### src/shared/tec_pkg.sv
package tec_pkg;
  // register indices; byte address is four times the index
  localparam logic [15:0] IDX_COUNT = 16'hFF12;
  localparam logic [15:0] IDX_CCF = 16'hFF14;
  localparam logic [15:0] IDX_CCS = 16'hFF16;
  localparam logic [15:0] IDX_MODE = 16'hFF18;
  localparam logic [15:0] IDX_CCCTL = 16'hFF19;
  localparam logic [15:0] IDX_OUTCTL = 16'hFF1A;
  localparam logic [15:0] IDX_PRESC = 16'hFF1B;
  localparam logic [15:0] IDX_STAT = 16'hFF1C;
  localparam logic [15:0] IDX_MASK = 16'hFF1D;
  localparam logic [17:0] A_COUNT = {IDX_COUNT, 2'h0};
  localparam logic [17:0] A_CCF = {IDX_CCF, 2'h0};
  localparam logic [17:0] A_CCS = {IDX_CCS, 2'h0};
  localparam logic [17:0] A_MODE = {IDX_MODE, 2'h0};
  localparam logic [17:0] A_CCCTL = {IDX_CCCTL, 2'h0};
  localparam logic [17:0] A_OUTCTL = {IDX_OUTCTL, 2'h0};
  localparam logic [17:0] A_PRESC = {IDX_PRESC, 2'h0};
  localparam logic [17:0] A_STAT = {IDX_STAT, 2'h0};
  localparam logic [17:0] A_MASK = {IDX_MASK, 2'h0};
  // field positions
  localparam int MODE_LSB = 2;
  localparam int CC_F_CAP = 0;
  localparam int CC_F_SRC = 1;
  localparam int CC_S_CAP = 2;
  localparam int OC_EN = 0;
  localparam int OC_OS_MODE = 1;
  localparam int OC_OS_TRIG = 2;
  localparam int OC_TGL_F = 3;
  localparam int OC_TGL_S = 4;
  localparam int OC_INIT = 5;
  localparam int PS_SEL_LSB = 0;
  localparam int ES0_LSB = 4;
  localparam int ES1_LSB = 6;
  // reset values
  localparam logic [15:0] RST_WORD = 16'h0000;
  localparam logic [7:0] RST_BYTE = 8'h00;
  // timing
  localparam int CLK_HZ = 200000000;
  localparam int PULSE_MIN_CYC = 2;
  localparam logic [7:0] DIV_MID_LAST = 8'h03;
  localparam logic [7:0] DIV_SLOW_LAST = 8'hFF;
  localparam logic [15:0] CNT_MAX = 16'hFFFF;
  typedef enum logic [1:0] {
    MODE_STOP = 2'b00,
    MODE_FREE = 2'b01,
    MODE_CLR_EDGE = 2'b10,
    MODE_CLR_MATCH = 2'b11
  } tec_mode_e;
  typedef enum logic [1:0] {
    CK_DIV1 = 2'b00,
    CK_DIV4 = 2'b01,
    CK_DIV256 = 2'b10,
    CK_EXT = 2'b11
  } tec_clk_e;
  typedef struct packed {
    logic ovf;
    logic second;
    logic first;
  } tec_irq_s;
endpackage

### src/hw/tec_core.sv
// How it works
// - read-only 16-bit counter, plus one per selected count clock edge
// - a counter read halts count pulses and returns the held value
// - reset forces the counter to zero
// - both mode select bits clear stop the counter and clear it
// - edge clear mode: each valid first input edge zeroes the counter
// - match clear mode: counter returns to zero on first register match
// - one-shot mode: writing the trigger bit zeroes counter, starts shot
// - a counter read never loads the second capture/compare register
// - interval mode raises interrupts every 1 to 65536 count clocks
// - event counting; input levels need two clock periods
// - pulse width capture; measured levels need two clock periods
// - square wave period is twice the count times the clock period
// - pulse generator with separate period and width up to 65536
// - one-shot emits a single pulse of programmable width
// - counter, two capture/compare registers, two inputs, one output
// - first compare register match raises its own interrupt
// - second compare register match raises its own interrupt
// - compare below count: counter wraps past FFFF before matching
//
// The Avalon-MM interface to the registers was left to the implementer.
`timescale 1ns/1ps
`default_nettype none
module tec_core
  import tec_pkg::*;
(
  // clock and reset
  input wire logic sys_clk_in,
  input wire logic arst_n_in,
  // avalon-mm slave
  input wire logic [17:0] avs_address_in,
  input wire logic avs_read_in,
  input wire logic avs_write_in,
  input wire logic [31:0] avs_writedata_in,
  input wire logic [3:0] avs_byteenable_in,
  output logic [31:0] avs_readdata_out,
  output logic avs_waitrequest_out,
  // timer pins
  input wire logic timer_input_first_in,
  input wire logic timer_input_second_in,
  output logic timer_output_pin_out,
  output logic timer_output_pin_oe_out,
  // interrupts
  output logic irq_out,
  output logic match_irq_first_out,
  output logic match_irq_second_out
);
  logic [15:0] cnt;
  logic [15:0] ccf;
  logic [15:0] ccs;
  logic [7:0] mode_reg;
  logic [7:0] ccctl;
  logic [7:0] outctl;
  logic [7:0] presc;
  tec_irq_s stat;
  tec_irq_s mask;
  tec_irq_s ev;
  tec_irq_s next_stat;
  tec_mode_e mode;
  tec_clk_e ck_sel;
  logic [7:0] pre_cnt;
  logic [1:0] ti_raw;
  logic [1:0] ti_lvl;
  logic [1:0] ti_prev;
  logic ev0;
  logic ev1;
  logic req;
  logic wr_acc;
  logic rd_acc;
  logic freeze;
  logic src;
  logic tick;
  logic os_trig_w;
  logic os_run;
  logic match_f;
  logic match_s;
  logic cap_f;
  logic cap_s;
  logic clr_match;

  assign mode = tec_mode_e'(mode_reg[MODE_LSB+:2]);
  assign ck_sel = tec_clk_e'(presc[PS_SEL_LSB+:2]);
  assign ti_raw = {timer_input_second_in, timer_input_first_in};
  assign req = avs_read_in | avs_write_in;
  assign wr_acc = avs_write_in & ~avs_waitrequest_out;
  assign rd_acc = avs_read_in & ~avs_waitrequest_out;

  // short glitches are dropped: a level counts once it held two samples
  for (genvar g = 0; g < 2; g++)
  begin : g_filt
    logic [PULSE_MIN_CYC-1:0] hist;
    logic [PULSE_MIN_CYC-1:0] filled;
    logic primed;
    always_ff @(posedge sys_clk_in or negedge arst_n_in)
    begin
      if (!arst_n_in)
      begin
        hist <= '0;
        filled <= '0;
        primed <= 1'b0;
        ti_lvl[g] <= 1'b0;
        ti_prev[g] <= 1'b0;
      end
      else
      begin
        hist <= {hist[PULSE_MIN_CYC-2:0], ti_raw[g]};
        filled <= {filled[PULSE_MIN_CYC-2:0], 1'b1};
        // first settled level seeds both stages: no false edge after reset
        if (!primed)
        begin
          if (&filled && (&hist || ~|hist))
          begin
            ti_lvl[g] <= hist[0];
            ti_prev[g] <= hist[0];
            primed <= 1'b1;
          end
        end
        else
        begin
          if (&hist || ~|hist)
            ti_lvl[g] <= hist[0];
          ti_prev[g] <= ti_lvl[g];
        end
      end
    end
  end

  function automatic logic edge_ok(input logic [1:0] es,
                                   input logic lvl, input logic prv);
    case (es)
      2'b00: edge_ok = ~lvl & prv;
      2'b01: edge_ok = lvl & ~prv;
      2'b11: edge_ok = lvl ^ prv;
      default: edge_ok = 1'b0;
    endcase
  endfunction

  assign ev0 = edge_ok(presc[ES0_LSB+:2], ti_lvl[0], ti_prev[0]);
  assign ev1 = edge_ok(presc[ES1_LSB+:2], ti_lvl[1], ti_prev[1]);

  // free-running prescaler shared by both divided rates
  always_ff @(posedge sys_clk_in or negedge arst_n_in)
  begin
    if (!arst_n_in)
      pre_cnt <= RST_BYTE;
    else
      pre_cnt <= pre_cnt + 8'h01;
  end

  always_comb
  begin
    case (ck_sel)
      CK_DIV1: src = 1'b1;
      CK_DIV4: src = (pre_cnt[1:0] == DIV_MID_LAST[1:0]);
      CK_DIV256: src = (pre_cnt == DIV_SLOW_LAST);
      CK_EXT: src = ev0;
      default: src = 1'b0;
    endcase
  end

  // a pulse falling in a read is lost, not deferred: this keeps the
  // returned value stable at the cost of a small count error
  assign freeze = avs_read_in & (avs_address_in == A_COUNT);
  assign tick = (mode != MODE_STOP) & src & ~freeze;
  assign os_trig_w = wr_acc & (avs_address_in == A_OUTCTL)
    & avs_byteenable_in[0] & avs_writedata_in[OC_OS_TRIG]
    & avs_writedata_in[OC_OS_MODE];
  assign clr_match = (mode == MODE_CLR_MATCH) & (cnt == ccf);
  assign match_f = tick & (cnt == ccf) & ~ccctl[CC_F_CAP];
  assign match_s = tick & (cnt == ccs) & ~ccctl[CC_S_CAP];
  assign cap_f = ccctl[CC_F_CAP] & (ccctl[CC_F_SRC] ? ev0 : ev1);
  assign cap_s = ccctl[CC_S_CAP] & ev0;

  always_ff @(posedge sys_clk_in or negedge arst_n_in)
  begin
    if (!arst_n_in)
      cnt <= RST_WORD;
    else if (mode == MODE_STOP)
      cnt <= RST_WORD;
    else if (os_trig_w)
      cnt <= RST_WORD;
    else if ((mode == MODE_CLR_EDGE) && ev0)
      cnt <= RST_WORD;
    else if (tick && clr_match)
      cnt <= RST_WORD;
    else if (tick)
      cnt <= cnt + 16'h0001;
  end

  // capture/compare registers: written by software or loaded by capture
  always_ff @(posedge sys_clk_in or negedge arst_n_in)
  begin
    if (!arst_n_in)
    begin
      ccf <= RST_WORD;
      ccs <= RST_WORD;
    end
    else
    begin
      if (cap_f)
        ccf <= cnt;
      else if (wr_acc && avs_address_in == A_CCF)
      begin
        if (avs_byteenable_in[0])
          ccf[7:0] <= avs_writedata_in[7:0];
        if (avs_byteenable_in[1])
          ccf[15:8] <= avs_writedata_in[15:8];
      end
      // only the input edge loads it; counter reads never do
      if (cap_s)
        ccs <= cnt;
      else if (wr_acc && avs_address_in == A_CCS)
      begin
        if (avs_byteenable_in[0])
          ccs[7:0] <= avs_writedata_in[7:0];
        if (avs_byteenable_in[1])
          ccs[15:8] <= avs_writedata_in[15:8];
      end
    end
  end

  // byte-wide control registers; the trigger bit is not stored
  always_ff @(posedge sys_clk_in or negedge arst_n_in)
  begin
    if (!arst_n_in)
    begin
      mode_reg <= RST_BYTE;
      ccctl <= RST_BYTE;
      outctl <= RST_BYTE;
      presc <= RST_BYTE;
      mask <= '0;
    end
    else if (wr_acc && avs_byteenable_in[0])
    begin
      case (avs_address_in)
        A_MODE: mode_reg <= avs_writedata_in[7:0];
        A_CCCTL: ccctl <= avs_writedata_in[7:0];
        A_OUTCTL: outctl <= avs_writedata_in[7:0] & 8'hFB;
        A_PRESC: presc <= avs_writedata_in[7:0];
        A_MASK: mask <= tec_irq_s'(avs_writedata_in[2:0]);
        default: ;
      endcase
    end
  end

  // timer output controller
  always_ff @(posedge sys_clk_in or negedge arst_n_in)
  begin
    if (!arst_n_in)
    begin
      timer_output_pin_out <= 1'b0;
      timer_output_pin_oe_out <= 1'b0;
      os_run <= 1'b0;
    end
    else
    begin
      timer_output_pin_oe_out <= outctl[OC_EN];
      if (!outctl[OC_EN])
      begin
        timer_output_pin_out <= outctl[OC_INIT];
        os_run <= 1'b0;
      end
      else if (os_trig_w)
      begin
        timer_output_pin_out <= outctl[OC_INIT];
        os_run <= 1'b1;
      end
      else if (outctl[OC_OS_MODE])
      begin
        // second match opens the pulse, first match ends the shot
        if (os_run && match_f)
        begin
          timer_output_pin_out <= outctl[OC_INIT];
          os_run <= 1'b0;
        end
        else if (os_run && match_s)
          timer_output_pin_out <= ~outctl[OC_INIT];
      end
      else if ((outctl[OC_TGL_F] & match_f) ^ (outctl[OC_TGL_S] & match_s))
        timer_output_pin_out <= ~timer_output_pin_out;
    end
  end

  // sticky status; a new event beats a clearing read in the same cycle
  assign ev.first = match_f | cap_f;
  assign ev.second = match_s | cap_s;
  assign ev.ovf = tick & (cnt == CNT_MAX) & ~clr_match;
  always_comb
  begin
    next_stat = stat;
    if (rd_acc && avs_address_in == A_STAT)
      next_stat = '0;
    next_stat = next_stat | ev;
  end

  always_ff @(posedge sys_clk_in or negedge arst_n_in)
  begin
    if (!arst_n_in)
    begin
      stat <= '0;
      irq_out <= 1'b0;
      match_irq_first_out <= 1'b0;
      match_irq_second_out <= 1'b0;
    end
    else
    begin
      stat <= next_stat;
      irq_out <= |(next_stat & mask);
      match_irq_first_out <= ev.first;
      match_irq_second_out <= ev.second;
    end
  end

  // every access waits one cycle; read data is caught as it arrives
  always_ff @(posedge sys_clk_in or negedge arst_n_in)
  begin
    if (!arst_n_in)
    begin
      avs_waitrequest_out <= 1'b1;
      avs_readdata_out <= '0;
    end
    else
    begin
      avs_waitrequest_out <= ~(req & avs_waitrequest_out);
      if (avs_read_in && avs_waitrequest_out)
      begin
        case (avs_address_in)
          A_COUNT: avs_readdata_out <= {16'h0000, cnt};
          A_CCF: avs_readdata_out <= {16'h0000, ccf};
          A_CCS: avs_readdata_out <= {16'h0000, ccs};
          A_MODE: avs_readdata_out <= {24'h000000, mode_reg};
          A_CCCTL: avs_readdata_out <= {24'h000000, ccctl};
          A_OUTCTL: avs_readdata_out <= {24'h000000, outctl};
          A_PRESC: avs_readdata_out <= {24'h000000, presc};
          A_STAT: avs_readdata_out <= {29'h00000000, stat};
          A_MASK: avs_readdata_out <= {29'h00000000, mask};
          default: avs_readdata_out <= '0;
        endcase
      end
    end
  end
endmodule
`default_nettype wire

### config.mk
export PLATFORM = sky130hd
export DESIGN_NAME = tec_core
export DESIGN_NICKNAME = d
export VERILOG_FILES = /design/src/shared/tec_pkg.sv /design/src/hw/tec_core.sv
export SDC_FILE = /design/constraint.sdc
export NUM_CORES = 1
export LEC_CHECK = 0
export ABC_CLOCK_PERIOD_IN_PS = 5000
export BUFFER_PORTS_ARGS = -buffer_cell sky130_fd_sc_hd__buf_2
export CAP_MARGIN = 30
export CORE_UTILIZATION = 46
export CTS_BUF_LIST = sky130_fd_sc_hd__clkbuf_8
export DETAILED_ROUTE_END_ITERATION = 8
export GPL_TIMING_DRIVEN = 0
export PLACE_DENSITY = 0.66
export RECOVER_POWER = 100
export REMOVE_ABC_BUFFERS = 1
export SYNTH_ARGS = -nofsm -noshare
export SYNTH_HDL_FRONTEND = slang
export SYNTH_SLANG_ARGS = --single-unit
### constraint.sdc
create_clock -name sys_clk_in -period 5 [get_ports sys_clk_in]
set_input_delay 0.5 -clock sys_clk_in [delete_from_list [all_inputs] [get_ports sys_clk_in]]
set_output_delay 0.5 -clock sys_clk_in [all_outputs]
set_load 0.01 [all_outputs]
==> results of run 1 <==
-- metrics by stage --
step                std cells  hold slack, ns  area (µm²)
floorplan                 634          0.2044        6605
global placement          881          0.4151        7151
detailed placement        886          0.4224        7222
CTS                       919          0.1235        7640
global route              919          0.1252        7550
finish                    919          0.1466        7550
-- Yosys cell counts (2+ instances only) --
cell type and n:
a2111oi_2 2, a211oi_1 10, a21o_1 5, a21oi_1 13, a221oi_1 3, a222oi_1 9
a22oi_1 12, a31o_2 2, a31oi_1 14, and2_1 3, and3_1 3, buf_1 2
buf_2 9, buf_4 17, buf_6 3, clkbuf_1 25, conb_1 2, dfrtp_1 127
ha_1 6, inv_1 17, mux2_2 37, mux2i_1 35, nand2_1 85, nand2b_1 4
nand3_1 12, nand4_1 9, nor2_1 40, nor2_8 2, nor2b_1 8, nor3_1 5
nor4_1 10, o211ai_1 3, o21a_1 3, o21ai_0 46, o21ai_1 3, o21bai_1 2
o2bb2ai_1 2, or2_2 3, or3_1 2, or4_1 2, xnor2_1 17, xor2_1 36
-- worst max path at each step --
stage	depth (start not counted)	from	end
final	8	avs_address_in[1]	ccs[2]
after global routing	8	avs_address_in[1]	ccs[2]
after CTS	10	ti_lvl[0]	cnt[4]
after detailed placement	8	avs_address_in[1]	ccf[7]
after global placement	8	avs_address_in[1]	ccf[12]
after floorplan	7	avs_address_in[1]	cnt[0]
-- power groups by stage --
stage | clock network (mW) | logic (mW) | registers (mW)
after floorplan | 0 | 0.0419 | 1.07
after global placement | 0 | 0.103 | 1.07
after detailed placement | 0 | 0.111 | 1.07
after CTS | 0.928 | 0.112 | 1.05
after global routing | 0.974 | 0.124 | 1.05
final | 0.915 | 0.109 | 1.05
-- area by class of cell --
class,count,area [µm²]
fill,1288,6984
multi-input combinational,489,3289
sequential,128,3204
timing repair buffer,69,354.1
clock buffer,20,275.3
tap,184,230.2
clock inverter,12,132.6
inverter,17,63.81
-- cells by family after synthesis --
family	after synthesis
and+or+nand+nor	198
AOI/OAI and AO/OA	143
DFF	128
buffers and inverters	73
muxes	72
xor gates and xnor gates	53
adders and majority gates	6
other	2
-- critical path, cell delays in order --
cell and delay [ns]:
buf_2 0.09, or4_1 0.58, or3_1 0.43, or3_1 0.60
nor2_1 0.83, nand2_1 0.56, mux2i_1 0.29, o21ai_0 0.09
-- per-layer routing --
| metal | routed length (µm) | track usage (%) | vias up | share of wire, % |
|---|---|---|---|---|
| li1 | - | - | 2457 | - |
| met1 | 7515 | 32.19 | 2611 | 45 |
| met2 | 7811 | 36.67 | 228 | 46 |
| met3 | 1313 | 5.907 | 25 | 7.8 |
| met4 | 233 | 8.333 | 2 | 1.4 |
| met5 | 8 | 0 | - | 0.047 |
-- cells in the final DEF, fill, tap and decap left out, types with 6 or more instances in the layout --
master	n
nor2_1	41
inv_1	17
xor2_1	36
a21oi_1	13
nand4_1	9
ha_1	6
nor3_1	6
a222oi_1	9
nor2b_1	8
buf_2	40
o21ai_0	48
mux2_2	37
nand2_1	86
clkbuf_8	20
a211oi_1	10
a31oi_1	14
conb_1	17
nor4_1	10
clkbuf_1	25
a22oi_1	12
xnor2_1	17
mux2i_1	35
dfrtp_1	127
nand3_1	13
-- what timing repair did --
action                    in CTS  in global routing
hold buffers                   1                  0
hold endpoints to repair      18                  0
setup buffers                  0                  0
==> load_flow_metrics.sql, run 1 <==
INSERT INTO impl_metrics (metric_group, metric, value, unit) VALUES
('setup_path', 'critical_path_peak_fanout', '12', ''),
('sta', 'slew_headroom', '-92.60', '%'),
('power', 'power_density', '275.0', 'nW/µm²'),
('sta', 'final_hold_viol_count', '0', ''),
('die', 'starting_density_of_the_core', '47.18', '%'),
('sta', 'grt_setup_unrepaired', 'false', ''),
('power', 'p_leak', '3.457', 'nW'),
('yosys', 'synth_seq_cells', '128', ''),
('yosys', 'synth_cell_types', '67', ''),
('yosys', 'synth-main-ff-cell', 'dfrtp_1', ''),
('yosys', 'share_of_synthesized_area_occupied_by_flip_flops_and_latches', '46.73', '%'),
('global_route', 'grt_max_degree', '78', ''),
('power', 'vdd_ir_drop_max', '0.0001443', 'V'),
('sta', 'final_skew', '0.01207', 'ns'),
('global_route', 'global_route_wire_length_before_repair', '27.10', 'mm'),
('setup_path', 'worst-r2r-cell-count', '8', ''),
('clocking', 'tritoncts.num_buffers', '17', ''),
('place', 'quantity_of_i_o_buffers_inserted_on_ports', '63', ''),
('sta', 'post-route-period-util', '73.68', '%'),
('die', 'core.rowCount', '44', ''),
('yosys', 'synth_top_family_by_area', 'compound AO/OA/AOI/OAI gates', ''),
('clocking', 'numClockSinks', '128', ''),
('setup_path', 'worst-r2r-setup-slack', '1.41', 'ns'),
('sta', 'tns', '0', 'ns'),
('die', 'design.die.area', '15400', 'µm²'),
('routing', 'drt_pass1_iterations', '5', ''),
('setup_path', 'end_kind', 'flop', ''),
('yosys', 'mappedNetlistArea', '6857', 'µm²'),
('hold_path', 'holdPathStages', '1', ''),
('routing', 'vias_per_cell', '5.792', ''),
('run', 'maxCapViolCount', '1', ''),
('clocking', 'cts_root_buffer', 'clkbuf_8', ''),
('yosys', 'synthesized_area_fraction_occupied_by_xor_and_xnor_cells', '6.770', '%'),
('sta', 'min_period', '3.684', 'ns'),
('die', 'die_w', '124.1', 'µm'),
('clocking', 'clkTransAtPathRegs', '0.08', 'ns'),
('clocking', 'ctsHtreeMaxLevel', '4', ''),
('yosys', 'synthSimpleGateAreaFrac', '14.18', '%'),
('place', 'detailed_place_hpwl', '12.05', 'mm'),
('routing', 'detail-route-antenna-nets', '0', ''),
('status', 'result_of_the_run', 'finished with violations', ''),
('layout', 'final_nets', '788', ''),
('hold_path', 'hold_path.class', 'in2reg', ''),
('setup_path', 'worst-endpoint-required', '5.30', 'ns'),
('yosys', 'syn-instance-count', '675', ''),
('clocking', 'cts_buffer_depth', '2', ''),
('clocking', 'cts_tree', 'done', ''),
('sta', 'highest_achievable_clock_rate', '271.4', 'MHz'),
('routing', 'drt-initial-drc-count', '509', ''),
('sta', 'timing.final.setup_violations', '0', ''),
('yosys', 'post_synth_main_area_contributors', 'dfrtp_1 46%, mux2_2 6.1%, mux2i_1 5.1%', ''),
('place', 'routability_cong', '0.8896', ''),
('setup_path', 'worstReg2RegEnd', 'cnt[4]', ''),
('setup_path', 'worstPathArrival', '3.98', 'ns'),
('power', 'internal_power', '1.564', 'mW'),
('status', 'violations', 'max-capacitance violations, max-slew violations', ''),
('yosys', 'async_reset_ff_share', '100.0', '%'),
('place', 'post-place-ws', '1.304', 'ns'),
('die', 'floorplan.die.height', '124.1', 'µm'),
('setup_path', 'rr_startpoint', 'avs_waitrequest_out', ''),
('power', 'p_switching', '0.5127', 'mW'),
('yosys', 'yosys.area_share.adder', '1.095', '%'),
('clocking', 'worst_skew_pair.late_latency', '0.46', 'ns'),
('layout', 'finalCoreUtilization', '51.95', '%'),
('sta', 'tightestPinTransition', '2.889', 'ns'),
('sta', 'report.final.slew_viol_count', '52', ''),
('routing', 'routed_wire_length_per_instance', '18.37', 'µm'),
('clocking', 'postCtsResizedCells', '0', ''),
('routing', 'wl', '16.88', 'mm'),
('sta', 'post-route-worst-setup-slack', '1.316', 'ns'),
('yosys', 'synthesis.yosys.warnings', '0', '');
(Power assumes the default switching activity.)
==> run 2, diff against run 1 <==
ABC_CLOCK_PERIOD_IN_PS = 3000   (was 5000)
PLACE_DENSITY = 0.69   (was 0.66)
clock period = 3 ns   (was 5 ns; I/O delays follow)
==> load_flow_metrics.sql, run 2 (same netlist as run 1, synthesis figures left out) <==
INSERT INTO impl_metrics (metric_group, metric, value, unit) VALUES
('setup_path', 'critPathMostFrequentCell', 'or3_1', ''),
('clocking', 'tritoncts.num_buffers', '17', ''),
('layout', 'layout_commonest_cell', 'dfrtp_1', ''),
('setup_path', 'critPathKind', 'in2reg', ''),
('sta', 'tns', '0', 'ns'),
('global_route', 'grt_max_degree', '67', ''),
('power', 'p_leak', '3.493', 'nW'),
('routing', 'routed_wire_length_per_instance', '18.32', 'µm'),
('layout', 'fillerInstances', '1311', ''),
('layout', 'multi_input_comb_area', '3314', 'µm²'),
('die', 'core.rowCount', '44', ''),
('routing', 'drt_pass1_iterations', '6', ''),
('layout', 'fin_cells', '935', ''),
('die', 'floorplan.die.height', '124.1', 'µm'),
('status', 'violations', 'max-capacitance violations, max-slew violations', ''),
('die', 'die_w', '124.1', 'µm'),
('clocking', 'cts_tree', 'done', ''),
('layout', 'final_layout_size_suffix_gt1_share', '18.77', '%'),
('setup_path', 'end_kind', 'flop', ''),
('place', 'detailed_place_hpwl', '11.77', 'mm'),
('routing', 'wl', '17.13', 'mm'),
('sta', 'highest_achievable_clock_rate', '350.7', 'MHz'),
('routing', 'drc', '0', ''),
('global_route', 'via_count_of_the_first_global_routing_pass', '5064', ''),
('setup_path', 'timing.critical_path.buf_inv', '1', ''),
('global_route', 'grt_usage', '23.30', '%'),
('setup_path', 'worst_path_largest_cell_delay', '0.65', 'ns'),
('setup_path', 'cp_top_family', 'simple AND/OR/NAND/NOR gates', ''),
('setup_path', 'worstPathArrival', '3.14', 'ns'),
('setup_path', 'start_kind', 'primary input', ''),
('sta', 'worst_hold_slack', '0.09848', 'ns'),
('clocking', 'cts_root_buffer', 'clkbuf_8', ''),
('layout', 'seq_area', '3204', 'µm²'),
('global_route', 'global_route_wire_length_before_repair', '26.66', 'mm'),
('place', 'quantity_of_i_o_buffers_inserted_on_ports', '63', ''),
('sta', 'slew_headroom', '-7.942', '%'),
('setup_path', 'critical_path.cell_chain', 'buf_2 > or4_1 > or3_1 > or3_1 > nor2_8 > nand2_1 > mux2i_1 > o21ai_0', ''),
('die', 'starting_density_of_the_core', '47.18', '%'),
('sta', 'grt_setup_unrepaired', 'false', ''),
('setup_path', 'worstReg2RegEnd', 'timer_output_pin_out', ''),
('sta', 'final_hold_viol_count', '0', ''),
('status', 'result_of_the_run', 'finished with violations', ''),
('hold_path', 'hold_path_end', 'avs_waitrequest_out', ''),
('setup_path', 'worst-r2r-cell-count', '10', ''),
('die', 'ports', '98', ''),
('setup_path', 'critical_path_peak_fanout', '12', ''),
('clocking', 'clkTransAtPathRegs', '0.07', 'ns'),
('die', 'design.die.area', '15400', 'µm²'),
('sta', 'post-route-period-util', '95.06', '%'),
('routing', 'vias_per_cell', '5.804', ''),
('place', 'routability_cong', '0.8808', ''),
('setup_path', 'worst-endpoint-required', '3.28', 'ns'),
('layout', 'insertedDiodeCount', '0', ''),
('layout', 'fin_area', '7691', 'µm²'),
('die', 'fp.coreArea', '14530', 'µm²'),
('power', 'power_density', '446.5', 'nW/µm²'),
('setup_path', 'critPathSlowestCell', 'or3_1', ''),
('clocking', 'cts_buffer_depth', '2', ''),
('hold_path', 'holdPathStages', '2', ''),
('sta', 'tightestPinTransition', '1.619', 'ns'),
('global_route', 'grt_overflow_total', '0', ''),
('hold_path', 'hold_path.class', 'in2reg', ''),
('clocking', 'numClockSinks', '128', ''),
('routing', 'via_count', '5427', ''),
('power', 'vdd_ir_drop_max', '0.0002613', 'V'),
('layout', 'synthToLayoutAreaGrowth', '12.17', '%'),
('setup_path', 'worst-r2r-setup-slack', '0.16', 'ns'),
('routing', 'detail-route-antenna-nets', '0', ''),
('setup_path', 'rr_startpoint', 'ti_lvl[0]', ''),
('sta', 'timing.final.setup_violations', '0', ''),
('hold_path', 'hp-start', 'avs_read_in', ''),
('global_route', 'antenna_found_initial', '0', ''),
('sta', 'report.final.slew_viol_count', '63', ''),
('sta', 'min_period', '2.852', 'ns'),
('routing', 'drt-initial-drc-count', '510', ''),
('layout', 'layout_common_cells', '127 x dfrtp_1, 86 x nand2_1, 46 x o21ai_0', ''),
('clocking', 'worst_skew_pair.late_latency', '0.46', 'ns'),
('sta', 'final_skew', '0.01654', 'ns'),
('place', 'placedInstanceArea', '7222', 'µm²'),
('layout', 'final_nets', '804', ''),
('clocking', 'ctsHtreeMaxLevel', '4', ''),
('run', 'maxCapViolCount', '1', ''),
('place', 'dp_cells', '886', '');
## run 2: area by class of cell
| class | instances | share of cell area [%] |
|---|---|---|
| multi-input cells | 490 | 43.09 |
| flip-flops and latches | 128 | 41.66 |
| repair buffers | 84 | 6.198 |
| clock buffers | 19 | 3.400 |
| well taps | 184 | 2.993 |
| clock inverters | 13 | 1.822 |
| inverters | 17 | 0.8297 |
## run 2: repair_timing
item	in CTS	in global routing
pin swaps	1	4
buffers inserted	0	11
gates cloned	1	0
hold endpoints to repair	65	0
gates resized for setup	2	4
hold buffers	4	0
endpoints found under the setup margin	4	24
## run 2: how the worst max path moves through the flow
stage	startpoint	endpoint	slack, ns	cells after the start
floorplan	avs_address_in[1]	cnt[0]	0.37	7
global placement	avs_address_in[1]	ccf[12]	-0.44	8
detailed placement	avs_address_in[1]	ccf[7]	-0.46	8
CTS	ti_lvl[0]	cnt[0]	0.01	10
global route	avs_address_in[1]	ccs[3]	0.03	8
finish	avs_address_in[1]	ccs[0]	0.15	8
## run 2: routing by layer
layer | track usage (%) | wire, µm | vias up | part of all wire, %
li1 | - | - | 2504 | -
met1 | 30.71 | 7521 | 2684 | 44
met2 | 36.95 | 8094 | 214 | 47
met3 | 6.136 | 1246 | 25 | 7.3
met4 | 8.110 | 264 | 0 | 1.5
met5 | 0 | 0 | - | 0
## run 2: power by group
part / switching, mW / internal, mW / leakage (nW) / total, mW
Combinational: 0.123 / 0.0615 / 1.67 / 0.184
Sequential: 0.0148 / 1.74 / 1.64 / 1.76
Clock: 0.715 / 0.779 / 0.187 / 1.49
Total: 0.853 / 2.58 / 3.49 / 3.43
## run 2: stage by stage
step                      setup slack [ns]  total power [mW]  util (%)
after global placement             -0.4393             1.960     49.20
after detailed placement           -0.4631             1.975     49.69
after CTS                          0.01287             3.461     52.84
after global routing               0.03384             3.561     52.92
after floorplan                     0.3746             1.859         -
final                               0.1483             3.434     52.92
==> run 3, diff against run 2 <==
RECOVER_POWER = 50   (was 100)
==> load_flow_metrics.sql, run 3 (same netlist as run 1, synthesis figures left out) <==
INSERT INTO impl_metrics (metric_group, metric, value, unit) VALUES
('status', 'result_of_the_run', 'finished with violations', ''),
('status', 'violations', 'max-capacitance violations, max-slew violations', ''),
('setup_path', 'worst-endpoint-required', '3.34', 'ns'),
('die', 'design.die.area', '15400', 'µm²'),
('setup_path', 'cp_top_family', 'compound AO/OA/AOI/OAI gates', ''),
('global_route', 'grt_usage', '23.30', '%'),
('place', 'routability_cong', '0.8808', ''),
('power', 'p_switching', '0.8565', 'mW'),
('clocking', 'cts_buffer_depth', '2', ''),
('power', 'power_frac_seq', '51.0', '%'),
('place', 'quantity_of_i_o_buffers_inserted_on_ports', '63', ''),
('power', 'pwr-share-clk', '43.5', '%'),
('power', 'power_switching_share', '24.90', '%'),
('global_route', 'grt_max_degree', '67', ''),
('die', 'floorplan.die.height', '124.1', 'µm'),
('setup_path', 'critical_path.cell_chain', 'dlygate4sd3_1 > buf_2 > nor2b_1 > and2_1 > nand3_2 > o21a_2 > o21ai_1 > buf_4 > o21ai_0 > o2bb2ai_1', ''),
('power', 'total_power', '3.439', 'mW'),
('die', 'ports', '98', ''),
('sta', 'slew_headroom', '-8.190', '%'),
('sta', 'grt_setup_unrepaired', 'false', ''),
('layout', 'synthToLayoutAreaGrowth', '13.41', '%'),
('setup_path', 'critical_path_peak_fanout', '17', ''),
('routing', 'routed_wire_length_per_instance', '18.27', 'µm'),
('die', 'core.rowCount', '44', ''),
('place', 'placedInstanceArea', '7222', 'µm²'),
('setup_path', 'worstPathArrival', '3.22', 'ns'),
('power', 'vdd_ir_drop_max', '0.0002629', 'V'),
('sta', 'highest_achievable_clock_rate', '347.3', 'MHz'),
('layout', 'final_nets', '804', ''),
('global_route', 'antenna_found_initial', '0', ''),
('routing', 'wl', '17.08', 'mm'),
('setup_path', 'timing.critical_path.buf_inv', '3', ''),
('setup_path', 'worst_path_largest_cell_delay', '0.52', 'ns'),
('layout', 'insertedDiodeCount', '0', ''),
('power', 'pwr-share-comb', '5.4', '%'),
('place', 'detailed_place_hpwl', '11.77', 'mm'),
('clocking', 'cts_root_buffer', 'clkbuf_8', ''),
('sta', 'min_period', '2.879', 'ns'),
('layout', 'fillerInstances', '1297', ''),
('power', 'power_density', '442.3', 'nW/µm²'),
('layout', 'layout_common_cells', '127 x dfrtp_1, 85 x nand2_1, 61 x buf_2', ''),
('clocking', 'tritoncts.num_buffers', '17', ''),
('clocking', 'worst_skew_pair.late_latency', '0.46', 'ns'),
('die', 'starting_density_of_the_core', '47.18', '%'),
('sta', 'tightestPinTransition', '1.623', 'ns'),
('place', 'post-place-ws', '-0.4631', 'ns'),
('routing', 'detail-route-antenna-nets', '0', ''),
('routing', 'drt-initial-drc-count', '546', ''),
('layout', 'final_layout_size_suffix_gt1_share', '22.64', '%'),
('sta', 'post-route-period-util', '95.97', '%'),
('sta', 'post-route-worst-setup-slack', '0.1210', 'ns'),
('setup_path', 'end_kind', 'flop', ''),
('sta', 'report.final.slew_viol_count', '63', ''),
('layout', 'multi_input_comb_area', '3367', 'µm²'),
('global_route', 'global_route_wire_length_before_repair', '26.66', 'mm'),
('setup_path', 'critPathKind', 'in2reg', ''),
('setup_path', 'start_kind', 'primary input', ''),
('global_route', 'via_count_of_the_first_global_routing_pass', '5064', ''),
('setup_path', 'critPathSlowestCell', 'dlygate4sd3_1', ''),
('power', 'internal_power', '2.583', 'mW'),
('routing', 'via_count', '5402', ''),
('layout', 'fin_area', '7776', 'µm²'),
('layout', 'seq_area', '3204', 'µm²'),
('die', 'fp.coreArea', '14530', 'µm²'),
('routing', 'vias_per_cell', '5.778', ''),
('sta', 'final_hold_viol_count', '0', ''),
('clocking', 'numClockSinks', '128', ''),
('die', 'die_w', '124.1', 'µm'),
('routing', 'drt_pass1_iterations', '5', ''),
('clocking', 'cts_tree', 'done', ''),
('clocking', 'clkTransAtPathRegs', '0.07', 'ns'),
('hold_path', 'hold_path.class', 'in2reg', ''),
('layout', 'layout_commonest_cell', 'dfrtp_1', ''),
('sta', 'timing.final.setup_violations', '0', ''),
('global_route', 'grt_overflow_total', '0', ''),
('routing', 'drc', '0', ''),
('clocking', 'ctsHtreeMaxLevel', '4', ''),
('run', 'maxCapViolCount', '1', ''),
('power', 'p_leak', '3.639', 'nW'),
('sta', 'final_skew', '0.01651', 'ns');
## run 3: worst paths after layout
path                       slack [ns]  depth (start not counted)                start                   end
setup / recovery                 0.12                         10         avs_write_in                cnt[4]
hold / removal                    0.1                          2          avs_read_in   avs_waitrequest_out
setup reg to reg                 0.17                          8  avs_waitrequest_out                cnt[4]
hold reg to reg                  0.44                          0  g_filt[1].filled[0]   g_filt[0].filled[1]
max in group asynchronous        1.16                          3            arst_n_in   avs_waitrequest_out
min in group asynchronous        0.80                          2            arst_n_in  avs_readdata_out[14]
## run 3: power groups by stage
stage | clock network [mW] | registers [mW] | logic [mW]
finish | 1.50 | 1.76 | 0.187
global route | 1.59 | 1.76 | 0.211
CTS | 1.51 | 1.76 | 0.190
detailed placement | 0 | 1.79 | 0.185
global placement | 0 | 1.79 | 0.172
floorplan | 0 | 1.79 | 0.0699
## run 3: layer usage
metal	track usage, %	routed length (µm)	vias up
li1	-	-	2498
met4	8.110	263	0
met2	36.95	8105	196
met1	30.71	7590	2686
met5	0	0	-
met3	6.136	1123	22
## run 3: repair_timing
action / CTS / global route
setup buffers: 0 / 11
hold endpoints to repair: 65 / 0
resized for setup: 2 / 4
pin swaps: 1 / 4
gates cloned: 1 / 0
setup endpoints to repair: 4 / 24
hold buffers: 4 / 0
## run 3: stage by stage
step / hold WS, ns / setup TNS [ns] / util [%] / instances
3_5_place_dp: 0.3313 / -6.370 / 49.69 / 886
2_1_floorplan: 0.004409 / 0 / - / 634
5_1_grt: 0.1004 / 0 / 53.50 / 935
3_3_place_gp: 0.4085 / -9.875 / 49.20 / 881
4_1_cts: 0.06970 / 0 / 52.84 / 923
6_report: 0.09625 / 0 / 53.50 / 935
## run 3: area by class of cell
type / instances / area share [%]
inverters: 17 / 0.8206
flip-flops and latches: 128 / 41.21
well taps: 184 / 2.961
clock inverters: 13 / 1.802
clock buffers: 19 / 3.363
multi-input cells: 490 / 43.30
repair buffers: 84 / 6.549
